[config.mk]
export PLATFORM = sky130hd
export DESIGN_NAME = bpms_sequencer
export DESIGN_NICKNAME = d
export VERILOG_FILES = /design/src/inc/bpms_pkg.sv /design/src/hw/bpms_sync.sv /design/src/hw/bpms_tick.sv /design/src/hw/bpms_sequencer.sv
export VERILOG_INCLUDE_DIRS = /design/src /design/src/inc
export SDC_FILE = /design/constraint.sdc
export NUM_CORES = 1
export LEC_CHECK = 0
export BUFFER_PORTS_ARGS = -buffer_cell sky130_fd_sc_hd__buf_2
export CAP_MARGIN = 20
export CELL_PAD_IN_SITES_DETAIL_PLACEMENT = 2
export CELL_PAD_IN_SITES_GLOBAL_PLACEMENT = 2
export CORE_MARGIN = 5
export CORE_UTILIZATION = 35
export CTS_CLUSTER_DIAMETER = 80
export DETAILED_ROUTE_END_ITERATION = 12
export PLACE_DENSITY = 0.91
export SLEW_MARGIN = 25
export SYNTH_ARGS = -nofsm -noshare
export SYNTH_HDL_FRONTEND = slang
export SYNTH_SLANG_ARGS = --single-unit
[constraint.sdc]
create_clock -name mclk -period 6.9 [get_ports mclk]
set_input_delay 0.69 -clock mclk [delete_from_list [all_inputs] [get_ports mclk]]
set_output_delay 0.69 -clock mclk [all_outputs]
set_load 0.01 [all_outputs]
[src/inc/bpms_defs.svh]
// Constants for the backup power mode sequencer
`ifndef BPMS_DEFS_SVH
`define BPMS_DEFS_SVH

// Switch position codes
`define BPMS_SW_1MIN 4'h0
`define BPMS_SW_2MIN 4'h1
`define BPMS_SW_3MIN 4'h2
`define BPMS_SW_5MIN 4'h3
`define BPMS_SW_10MIN 4'h4
`define BPMS_SW_15MIN 4'h5
`define BPMS_SW_CUSTOM 4'h6
`define BPMS_SW_UNLIM 4'h7
`define BPMS_SW_PC 4'h8
`define BPMS_SW_SERVICE 4'h9

// Preset buffer times in minutes
`define BPMS_MIN_1 16'h0001
`define BPMS_MIN_2 16'h0002
`define BPMS_MIN_3 16'h0003
`define BPMS_MIN_5 16'h0005
`define BPMS_MIN_10 16'h000a
`define BPMS_MIN_15 16'h000f
`define BPMS_SEC_PER_MIN 16'h003c

// Custom default buffer time, seconds
`define BPMS_CUSTOM_DEFAULT_S 16'h001e

// One-second tick: 1 s at 100 MHz
`define BPMS_TICK_NS 1000000000
`define BPMS_CLK_NS 10
`define BPMS_TICK_CYCLES (`BPMS_TICK_NS / `BPMS_CLK_NS)

// Alarm threshold, storage voltage in units of 0.1 V (20.4 V)
`define BPMS_ALARM_DV 12'h0cc

// Green flash half period in ticks
`define BPMS_FLASH_TICKS 16'h0001

`endif

[src/inc/bpms_pkg.sv]
// Types for the backup power mode sequencer
package bpms_pkg;

  typedef enum logic [2:0] {
    BPMS_MAINS,
    BPMS_BATT,
    BPMS_PC_DELAY,
    BPMS_PC_PROG,
    BPMS_PC_SHUT,
    BPMS_PC_IDLE,
    BPMS_OFF
  } bpms_state_type;

  // Software-set configuration; times in seconds, alarm threshold in units of 0.1 V
  typedef struct packed {
    logic custom_valid;
    logic [15:0] custom_s;
    logic [15:0] delay_s;
    logic [15:0] prog_s;
    logic [15:0] shut_s;
    logic [15:0] idle_s;
    logic remote_invert;
    logic [11:0] alarm_dv;
  } bpms_cfg_type;

  typedef struct packed {
    logic out_on;
    logic batt_path_on;
    logic in_battery;
    logic alarm;
    logic active_sig;
    logic green_flash;
    logic prog_start;
    logic remote_flag;
  } bpms_stat_type;

endpackage : bpms_pkg

[src/hw/bpms_sync.sv]
// Two-flop synchroniser for pin inputs
module bpms_sync #(
  // Reset to the pin's idle level, else a false event follows reset
  parameter logic RST_VAL = 1'b0
) (
  input wire logic mclk,
  input wire logic rst,
  input wire logic ce,
  input wire logic din,
  output logic dout
);
  logic meta_ff;
  logic sync_ff;
  logic nxt_meta;
  logic nxt_sync;

  always_comb begin
    nxt_meta = ce ? din : meta_ff;
    nxt_sync = ce ? meta_ff : sync_ff;
  end

  always_ff @(posedge mclk or posedge rst) begin
    if (rst) begin
      meta_ff <= RST_VAL;
      sync_ff <= RST_VAL;
    end else begin
      meta_ff <= nxt_meta;
      sync_ff <= nxt_sync;
    end
  end

  assign dout = sync_ff;
endmodule : bpms_sync

[src/hw/bpms_tick.sv]
// One-second tick prescaler
`include "bpms_defs.svh"
module bpms_tick (
  input wire logic mclk,
  input wire logic rst,
  input wire logic ce,
  output logic tick
);
  localparam int TICK_CYCLES = `BPMS_TICK_CYCLES;
  logic [26:0] cnt_ff;
  logic [26:0] nxt_cnt;
  logic tick_ff;
  logic nxt_tick;

  always_comb begin
    nxt_cnt = cnt_ff;
    nxt_tick = 1'b0;
    if (ce) begin
      if (cnt_ff == 27'(TICK_CYCLES - 1)) begin
        nxt_cnt = '0;
        nxt_tick = 1'b1;
      end else begin
        nxt_cnt = cnt_ff + 27'h1;
      end
    end
  end

  always_ff @(posedge mclk or posedge rst) begin
    if (rst) begin
      cnt_ff <= '0;
      tick_ff <= 1'b0;
    end else begin
      cnt_ff <= nxt_cnt;
      tick_ff <= nxt_tick;
    end
  end

  assign tick = tick_ff;
endmodule : bpms_tick

[src/hw/bpms_sequencer.sv]
// Mode sequencer: buffer timing, PC shutdown sequence, service and remote handling
// Notes on behaviour
// - Operating function follows the front switch position.
// - Fixed positions switch output off after set minutes of battery time.
// - Custom position uses software time, else 30 seconds.
// - Unlimited position buffers on; alarm when storage below 20.4 V default.
// - PC mode runs delay timer after mains failure, then heads to shutdown.
// - PC mode may trigger program start after delay expires.
// - After delay and program time, shutdown interval runs, then output off.
// - Mains back during shutdown: finish, output off for idle, then restart.
// - Remote present at mains failure in PC mode skips the delay.
// - Service mode entered only while input voltage present.
// - Input fails in service: unlimited battery operation, normal signalling.
// - Service mode disables battery path except in that failure case.
// - Entering service mode always asserts the active signal output.
// - Remote input tied to signal ground sets the internal remote flag.
// - Battery suppression remote function active for preset times, custom position and PC mode.
// - Remote in mains flashes green; next mains failure turns output off, except in PC mode where it skips the delay.
// - Remote during battery operation ends it and switches output off; in PC mode only during the delay.
// - Remote shutdown holds output off until input voltage returns.
// - Software may invert remote input polarity before the flag.
`include "bpms_defs.svh"
module bpms_sequencer (
  input wire logic mclk,
  input wire logic rst,
  input wire logic ce,
  input wire logic mains_ok_pin,
  input wire logic remote_n_pin,
  input wire logic [3:0] switch_pos,
  input wire logic [11:0] storage_dv,
  input wire bpms_pkg::bpms_cfg_type cfg,
  output bpms_pkg::bpms_stat_type stat
);

  // ==========================================================
  // Input synchronisers and tick
  // ==========================================================
  logic mains_ok;
  logic remote_n;
  logic tick;

  // Mains assumed present and remote idle, so reset release causes no transition
  bpms_sync #(.RST_VAL(1'b1)) u_sync_mains (
    .mclk(mclk),
    .rst(rst),
    .ce(ce),
    .din(mains_ok_pin),
    .dout(mains_ok)
  );

  bpms_sync #(.RST_VAL(1'b1)) u_sync_remote (
    .mclk(mclk),
    .rst(rst),
    .ce(ce),
    .din(remote_n_pin),
    .dout(remote_n)
  );

  bpms_tick u_tick (
    .mclk(mclk),
    .rst(rst),
    .ce(ce),
    .tick(tick)
  );

  // Pin is low when tied to signal ground
  logic remote_act;
  assign remote_act = (~remote_n) ^ cfg.remote_invert;

  // ==========================================================
  // Helpers
  // ==========================================================
  // Buffer time in seconds for a timed position
  function automatic logic [15:0] buf_secs(input logic [3:0] pos, input bpms_pkg::bpms_cfg_type c);
    logic [31:0] m;
    m = 32'h0;
    case (pos)
      `BPMS_SW_1MIN: m = 32'(`BPMS_MIN_1) * 32'(`BPMS_SEC_PER_MIN);
      `BPMS_SW_2MIN: m = 32'(`BPMS_MIN_2) * 32'(`BPMS_SEC_PER_MIN);
      `BPMS_SW_3MIN: m = 32'(`BPMS_MIN_3) * 32'(`BPMS_SEC_PER_MIN);
      `BPMS_SW_5MIN: m = 32'(`BPMS_MIN_5) * 32'(`BPMS_SEC_PER_MIN);
      `BPMS_SW_10MIN: m = 32'(`BPMS_MIN_10) * 32'(`BPMS_SEC_PER_MIN);
      `BPMS_SW_15MIN: m = 32'(`BPMS_MIN_15) * 32'(`BPMS_SEC_PER_MIN);
      `BPMS_SW_CUSTOM: m = c.custom_valid ? 32'(c.custom_s) : 32'(`BPMS_CUSTOM_DEFAULT_S);
      default: m = 32'h0;
    endcase
    return m[15:0];
  endfunction : buf_secs

  function automatic logic is_timed(input logic [3:0] pos);
    return pos <= `BPMS_SW_CUSTOM;
  endfunction : is_timed

  // ==========================================================
  // State
  // ==========================================================
  bpms_pkg::bpms_state_type state_ff;
  bpms_pkg::bpms_state_type nxt_state;
  logic [15:0] secs_ff;
  logic [15:0] nxt_secs;
  logic [15:0] limit_ff;
  logic [15:0] nxt_limit;
  logic service_ff;
  logic nxt_service;
  logic unlim_ff;
  logic nxt_unlim;
  logic restart_ff;
  logic nxt_restart;
  logic flash_ff;
  logic nxt_flash;
  logic flash_arm_ff;
  logic nxt_flash_arm;
  logic prog_ff;
  logic nxt_prog;
  logic active_ff;
  logic nxt_active;
  logic alarm_ff;
  logic nxt_alarm;

  logic timer_done;
  logic suppress_fn;
  logic pc_mode;
  assign timer_done = (secs_ff >= limit_ff);
  assign pc_mode = (switch_pos == `BPMS_SW_PC);
  assign suppress_fn = is_timed(switch_pos) || pc_mode;

  always_comb begin
    nxt_state = state_ff;
    nxt_secs = secs_ff;
    nxt_limit = limit_ff;
    nxt_service = service_ff;
    nxt_unlim = unlim_ff;
    nxt_restart = restart_ff;
    nxt_flash = flash_ff;
    nxt_flash_arm = flash_arm_ff;
    nxt_prog = 1'b0;
    nxt_active = active_ff;
    nxt_alarm = alarm_ff;
    if (ce) begin
      if (tick && (secs_ff != 16'hffff)) begin
        nxt_secs = secs_ff + 16'h1;
      end
      case (state_ff)
        bpms_pkg::BPMS_MAINS: begin
          nxt_alarm = 1'b0;
          nxt_restart = 1'b0;
          // Service only with input present; leaving it drops the forced active output
          if (switch_pos == `BPMS_SW_SERVICE) begin
            if (mains_ok && !service_ff) begin
              nxt_service = 1'b1;
              nxt_active = 1'b1;
            end
          end else begin
            nxt_service = 1'b0;
            nxt_active = 1'b0;
          end
          // Light at once on the first cycle, then blink per tick
          if (remote_act && suppress_fn) begin
            nxt_flash_arm = 1'b1;
            if (tick || !flash_arm_ff) begin
              nxt_flash = ~flash_ff;
            end
          end else begin
            nxt_flash = 1'b0;
            nxt_flash_arm = 1'b0;
          end
          if (!mains_ok) begin
            nxt_secs = 16'h0;
            nxt_flash = 1'b0;
            nxt_flash_arm = 1'b0;
            if (service_ff || switch_pos == `BPMS_SW_UNLIM) begin
              nxt_state = bpms_pkg::BPMS_BATT;
              nxt_unlim = 1'b1;
              // Normal battery signalling; service is re-entered once input returns
              nxt_service = 1'b0;
              nxt_active = 1'b0;
            end else if (pc_mode) begin
              if (remote_act) begin
                nxt_state = bpms_pkg::BPMS_PC_PROG;
                nxt_limit = cfg.prog_s;
                nxt_prog = 1'b1;
              end else begin
                nxt_state = bpms_pkg::BPMS_PC_DELAY;
                nxt_limit = cfg.delay_s;
              end
            end else if (remote_act && suppress_fn) begin
              nxt_state = bpms_pkg::BPMS_OFF;
            end else if (is_timed(switch_pos)) begin
              nxt_state = bpms_pkg::BPMS_BATT;
              nxt_unlim = 1'b0;
              nxt_limit = buf_secs(switch_pos, cfg);
            end
            // Service position without a prior valid entry is ignored
          end
        end
        bpms_pkg::BPMS_BATT: begin
          nxt_alarm = unlim_ff && (storage_dv < cfg.alarm_dv);
          if (mains_ok) begin
            nxt_state = bpms_pkg::BPMS_MAINS;
          end else if (remote_act && suppress_fn && !service_ff) begin
            nxt_state = bpms_pkg::BPMS_OFF;
          end else if (!unlim_ff && timer_done) begin
            nxt_state = bpms_pkg::BPMS_OFF;
          end
        end
        bpms_pkg::BPMS_PC_DELAY: begin
          if (mains_ok) begin
            nxt_state = bpms_pkg::BPMS_MAINS;
          end else if (remote_act) begin
            nxt_state = bpms_pkg::BPMS_OFF;
          end else if (timer_done) begin
            nxt_state = bpms_pkg::BPMS_PC_PROG;
            nxt_secs = 16'h0;
            nxt_limit = cfg.prog_s;
            nxt_prog = 1'b1;
          end
        end
        bpms_pkg::BPMS_PC_PROG: begin
          if (timer_done) begin
            nxt_state = bpms_pkg::BPMS_PC_SHUT;
            nxt_secs = 16'h0;
            nxt_limit = cfg.shut_s;
          end
          if (mains_ok) begin
            nxt_restart = 1'b1;
          end
        end
        bpms_pkg::BPMS_PC_SHUT: begin
          // Shutdown cannot be aborted once the PC has been told to go down
          if (mains_ok) begin
            nxt_restart = 1'b1;
          end
          if (timer_done) begin
            nxt_secs = 16'h0;
            if (restart_ff || mains_ok) begin
              nxt_state = bpms_pkg::BPMS_PC_IDLE;
              nxt_limit = cfg.idle_s;
            end else begin
              nxt_state = bpms_pkg::BPMS_OFF;
            end
          end
        end
        bpms_pkg::BPMS_PC_IDLE: begin
          if (timer_done) begin
            nxt_state = bpms_pkg::BPMS_MAINS;
          end
        end
        bpms_pkg::BPMS_OFF: begin
          if (mains_ok) begin
            nxt_state = bpms_pkg::BPMS_MAINS;
          end
        end
        default: begin
          nxt_state = bpms_pkg::BPMS_MAINS;
        end
      endcase
    end
  end

  always_ff @(posedge mclk or posedge rst) begin
    if (rst) begin
      state_ff <= bpms_pkg::BPMS_MAINS;
      secs_ff <= 16'h0;
      limit_ff <= 16'h0;
      service_ff <= 1'b0;
      unlim_ff <= 1'b0;
      restart_ff <= 1'b0;
      flash_ff <= 1'b0;
      flash_arm_ff <= 1'b0;
      prog_ff <= 1'b0;
      active_ff <= 1'b0;
      alarm_ff <= 1'b0;
    end else begin
      state_ff <= nxt_state;
      secs_ff <= nxt_secs;
      limit_ff <= nxt_limit;
      service_ff <= nxt_service;
      unlim_ff <= nxt_unlim;
      restart_ff <= nxt_restart;
      flash_ff <= nxt_flash;
      flash_arm_ff <= nxt_flash_arm;
      prog_ff <= nxt_prog;
      active_ff <= nxt_active;
      alarm_ff <= nxt_alarm;
    end
  end

  // ==========================================================
  // Outputs
  // ==========================================================
  logic in_batt;
  assign in_batt = (state_ff == bpms_pkg::BPMS_BATT) || (state_ff == bpms_pkg::BPMS_PC_DELAY) ||
                   (state_ff == bpms_pkg::BPMS_PC_PROG) ||
                   ((state_ff == bpms_pkg::BPMS_PC_SHUT) && !mains_ok);

  always_comb begin
    stat.out_on = (state_ff != bpms_pkg::BPMS_OFF) && (state_ff != bpms_pkg::BPMS_PC_IDLE);
    stat.batt_path_on = !(service_ff && state_ff == bpms_pkg::BPMS_MAINS);
    stat.in_battery = in_batt;
    stat.alarm = alarm_ff;
    stat.active_sig = active_ff && state_ff == bpms_pkg::BPMS_MAINS;
    stat.green_flash = flash_ff;
    stat.prog_start = prog_ff;
    stat.remote_flag = remote_act;
  end

endmodule : bpms_sequencer

==> qor.csv <==
metric,value,unit
outcome,completed,
post_cts_buffers,0,
wl_per_cell,21.6,um
viasPerCell,5.73,
htreeDepth,3,
cts_max_path_buffers,2,
core.rowCount,46,
r2r_slack,3160,ps
finalWorstSetupSlack,3160,ps
insertion_delay,350,ps
synth_common_cells,"nand2_1, dfrtp_1, a21oi_1",
cts_tree,yes,
startpoint,state_ff[2],
yosys.area.top_type_share,0.317,
vias,5540,
drcViolationCount,0,
synthDistinctLibCells,69,
powerDensity,352,mW/mm^2
crit_slowest_cell,nor3_4,
crit_arrival,3980,ps
nets,889,
cts_resized,0,
max_slew.worst_pin.slew,992,ps
grt_max_degree,76,
layout-area-overhead-vs-synth,18.5,%
crit_chain,"inv_1, nand2_1, and2_1, a211oi_4, nor3_4, mux2_2",
avgSynthCellArea,8.65,um^2
cp_max_fo,19,
peakVddDrop,150,uV
fin_crit,3740,ps
cap_violations,0,
ys_warn_count,0,
yosysSeqAreaShare,0.336,
clock_sinks,75,
max_stage_delay,870,ps
synth-edff-count,0,
fin_hold_ws,495,ps
drt_iter0_drc,322,
numCtsBuffers,9,
layout-drive-gt1-share,0.256,
crit_type,register to register,
ctsRootBufferMaster,clkbuf_16,
start_kind,register,
reg2reg_depth,6,
diodes,0,
path_delay_family,simple AND/OR/NAND/NOR gates,
finalInstanceArea,0.00663,mm^2
dp_hpwl,16.0,mm
rr_startpoint,state_ff[2],
start_util,0.355,
async_flop_share,1.00,
finalSetupTns,0,ps
grt_usage,0.228,
critical_path_depth,6,
ios,123,
post-route-period-util,0.543,
gp_congestion,0.849,
endpoint_kind,register,
port-buffer-count,122,
ys_top_cells_by_area,"dfrtp_1, ha_1, nand2_1",
synthFlopType,dfrtp_1,
synthCells,647,
power.leakage,2.97,nW
grt_pass1_wl,33.3,mm
cp.buffers_inverters,1,
ant_nets,0,
place_ws,3220,ps
fmax,267,MHz
synthesis.area,0.00560,mm^2
rsz0062_at_grt,false,
ys_ff_latch,75,
core,0.0158,mm^2
drtPass1Iterations,4,
worst_r2r_endpoint,limit_ff[3],
drv_slew,0,
required,7130,ps
min_path_type,register to register,
slew_headroom,0.337,
cts.clk_slew.worst_paths,60,ps
dieArea,0.0186,mm^2
final_cells,966,
skew,7.43,ps
cp-endpoint,limit_ff[3],
setup_violations,0,
postPlaceCellArea,0.00633,mm^2
wl,20.9,mm
antenna_found_initial,0,
die_y,136,um
grt_pass1_vias,6281,
finalHoldViolCount,0,
synth.most_common_cell,nand2_1,
grt_overflow,0,
dp.cells,950,
syn_nets,791,
fillers,1830,
die_x,136,um
hold_buffers,0,
yosys.area.top_type,dfrtp_1,
[how the worst min path moves through the flow]
stage | startpoint | endpoint | slack, ps | depth (start not counted)
after floorplan | flash_arm_ff | flash_arm_ff | 440 | 2
after global placement | flash_arm_ff | flash_arm_ff | 460 | 2
after detailed placement | flash_arm_ff | flash_arm_ff | 490 | 2
after CTS | flash_arm_ff | flash_arm_ff | 500 | 2
after global routing | u_tick.cnt_ff[2] | u_tick.cnt_ff[2] | 520 | 1
final | flash_arm_ff | flash_arm_ff | 500 | 2
[cell type report]
| class | instances | area [um^2] | area share |
|---|---|---|---|
| Clock buffer | 9 | 225 | 0.0339 |
| Clock inverter | 7 | 76.3 | 0.0115 |
| Multi-Input combinational cell | 487 | 3360 | 0.507 |
| Inverter | 46 | 173 | 0.0260 |
| Tap cell | 216 | 270 | 0.0407 |
| Timing Repair Buffer | 126 | 644 | 0.0971 |
| Sequential cell | 75 | 1880 | 0.284 |
[flip-flops by register name, indices dropped and copies added, names as in the netlist]
name                   flops
unlim_ff                   1
u_sync_remote.dout         1
secs_ff                   16
u_tick.cnt_ff             27
prog_ff                    1
alarm_ff                   1
service_ff                 1
active_ff                  1
u_sync_mains.dout          1
limit_ff                  16
u_sync_mains.meta_ff       1
flash_ff                   1
state_ff                   3
u_sync_remote.meta_ff      1
flash_arm_ff               1
restart_ff                 1
u_tick.tick                1
[per-stage QoR]
| stage | utilization | power, mW |
|---|---|---|
| finish | 0.421 | 2.33 |
| global route | 0.421 | 2.47 |
| CTS | 0.420 | 2.34 |
| detailed placement | 0.401 | 1.83 |
| global placement | 0.401 | 1.69 |
| floorplan | - | 1.49 |
[worst register-to-register path, cell delays in order (launching register included)]
cell,delay [ps]
dfrtp_1,670
inv_1,310
nand2_1,620
and2_1,530
a211oi_4,190
nor3_4,870
mux2_2,440
[cells by family (layout without fill, tap and decap cells)]
family	after synthesis	count (layout)	share of synthesized area
simple gates	211	211	0.190
compound gates	178	178	0.213
buf+inv	85	188	0.0646
flops	75	75	0.336
mux	42	42	0.0892
fa+ha+maj	29	29	0.0648
xor+xnor	27	27	0.0422
[layout by cell type, fill, tap and decap left out, types with 7 or more instances in the layout]
master,Yosys,layout
buf_2,7,122
nor2_1,32,32
inv_1,44,43
nand4_1,13,13
nand2_1,72,72
nor3_1,14,14
a21oi_1,48,48
nor2b_1,7,7
and3_1,11,11
mux2i_1,9,9
nor4_1,7,7
dfrtp_1,71,71
o211ai_1,8,8
mux2_2,23,23
xnor2_1,16,16
ha_1,29,29
o22ai_1,19,19
clkbuf_16,0,9
mux2_4,10,10
nand3_1,21,21
o311ai_0,7,7
o21ai_0,37,37
xor2_1,11,10
[power breakdown]
part	switching, mW	internal, mW
Combinational	0.655	0.461
Sequential	0.166	0.564
Clock	0.206	0.283
Total	1.03	1.31
[per-layer routing]
metal	GRT usage	share of wire	vias to the layer above
li1	-	-	2571
met4	0.0840	0.025	0
met3	0.0377	0.044	43
met5	0	0	-
met2	0.413	0.52	130
met1	0.268	0.41	2796
No activity file was read; power rests on OpenSTA's default activity.
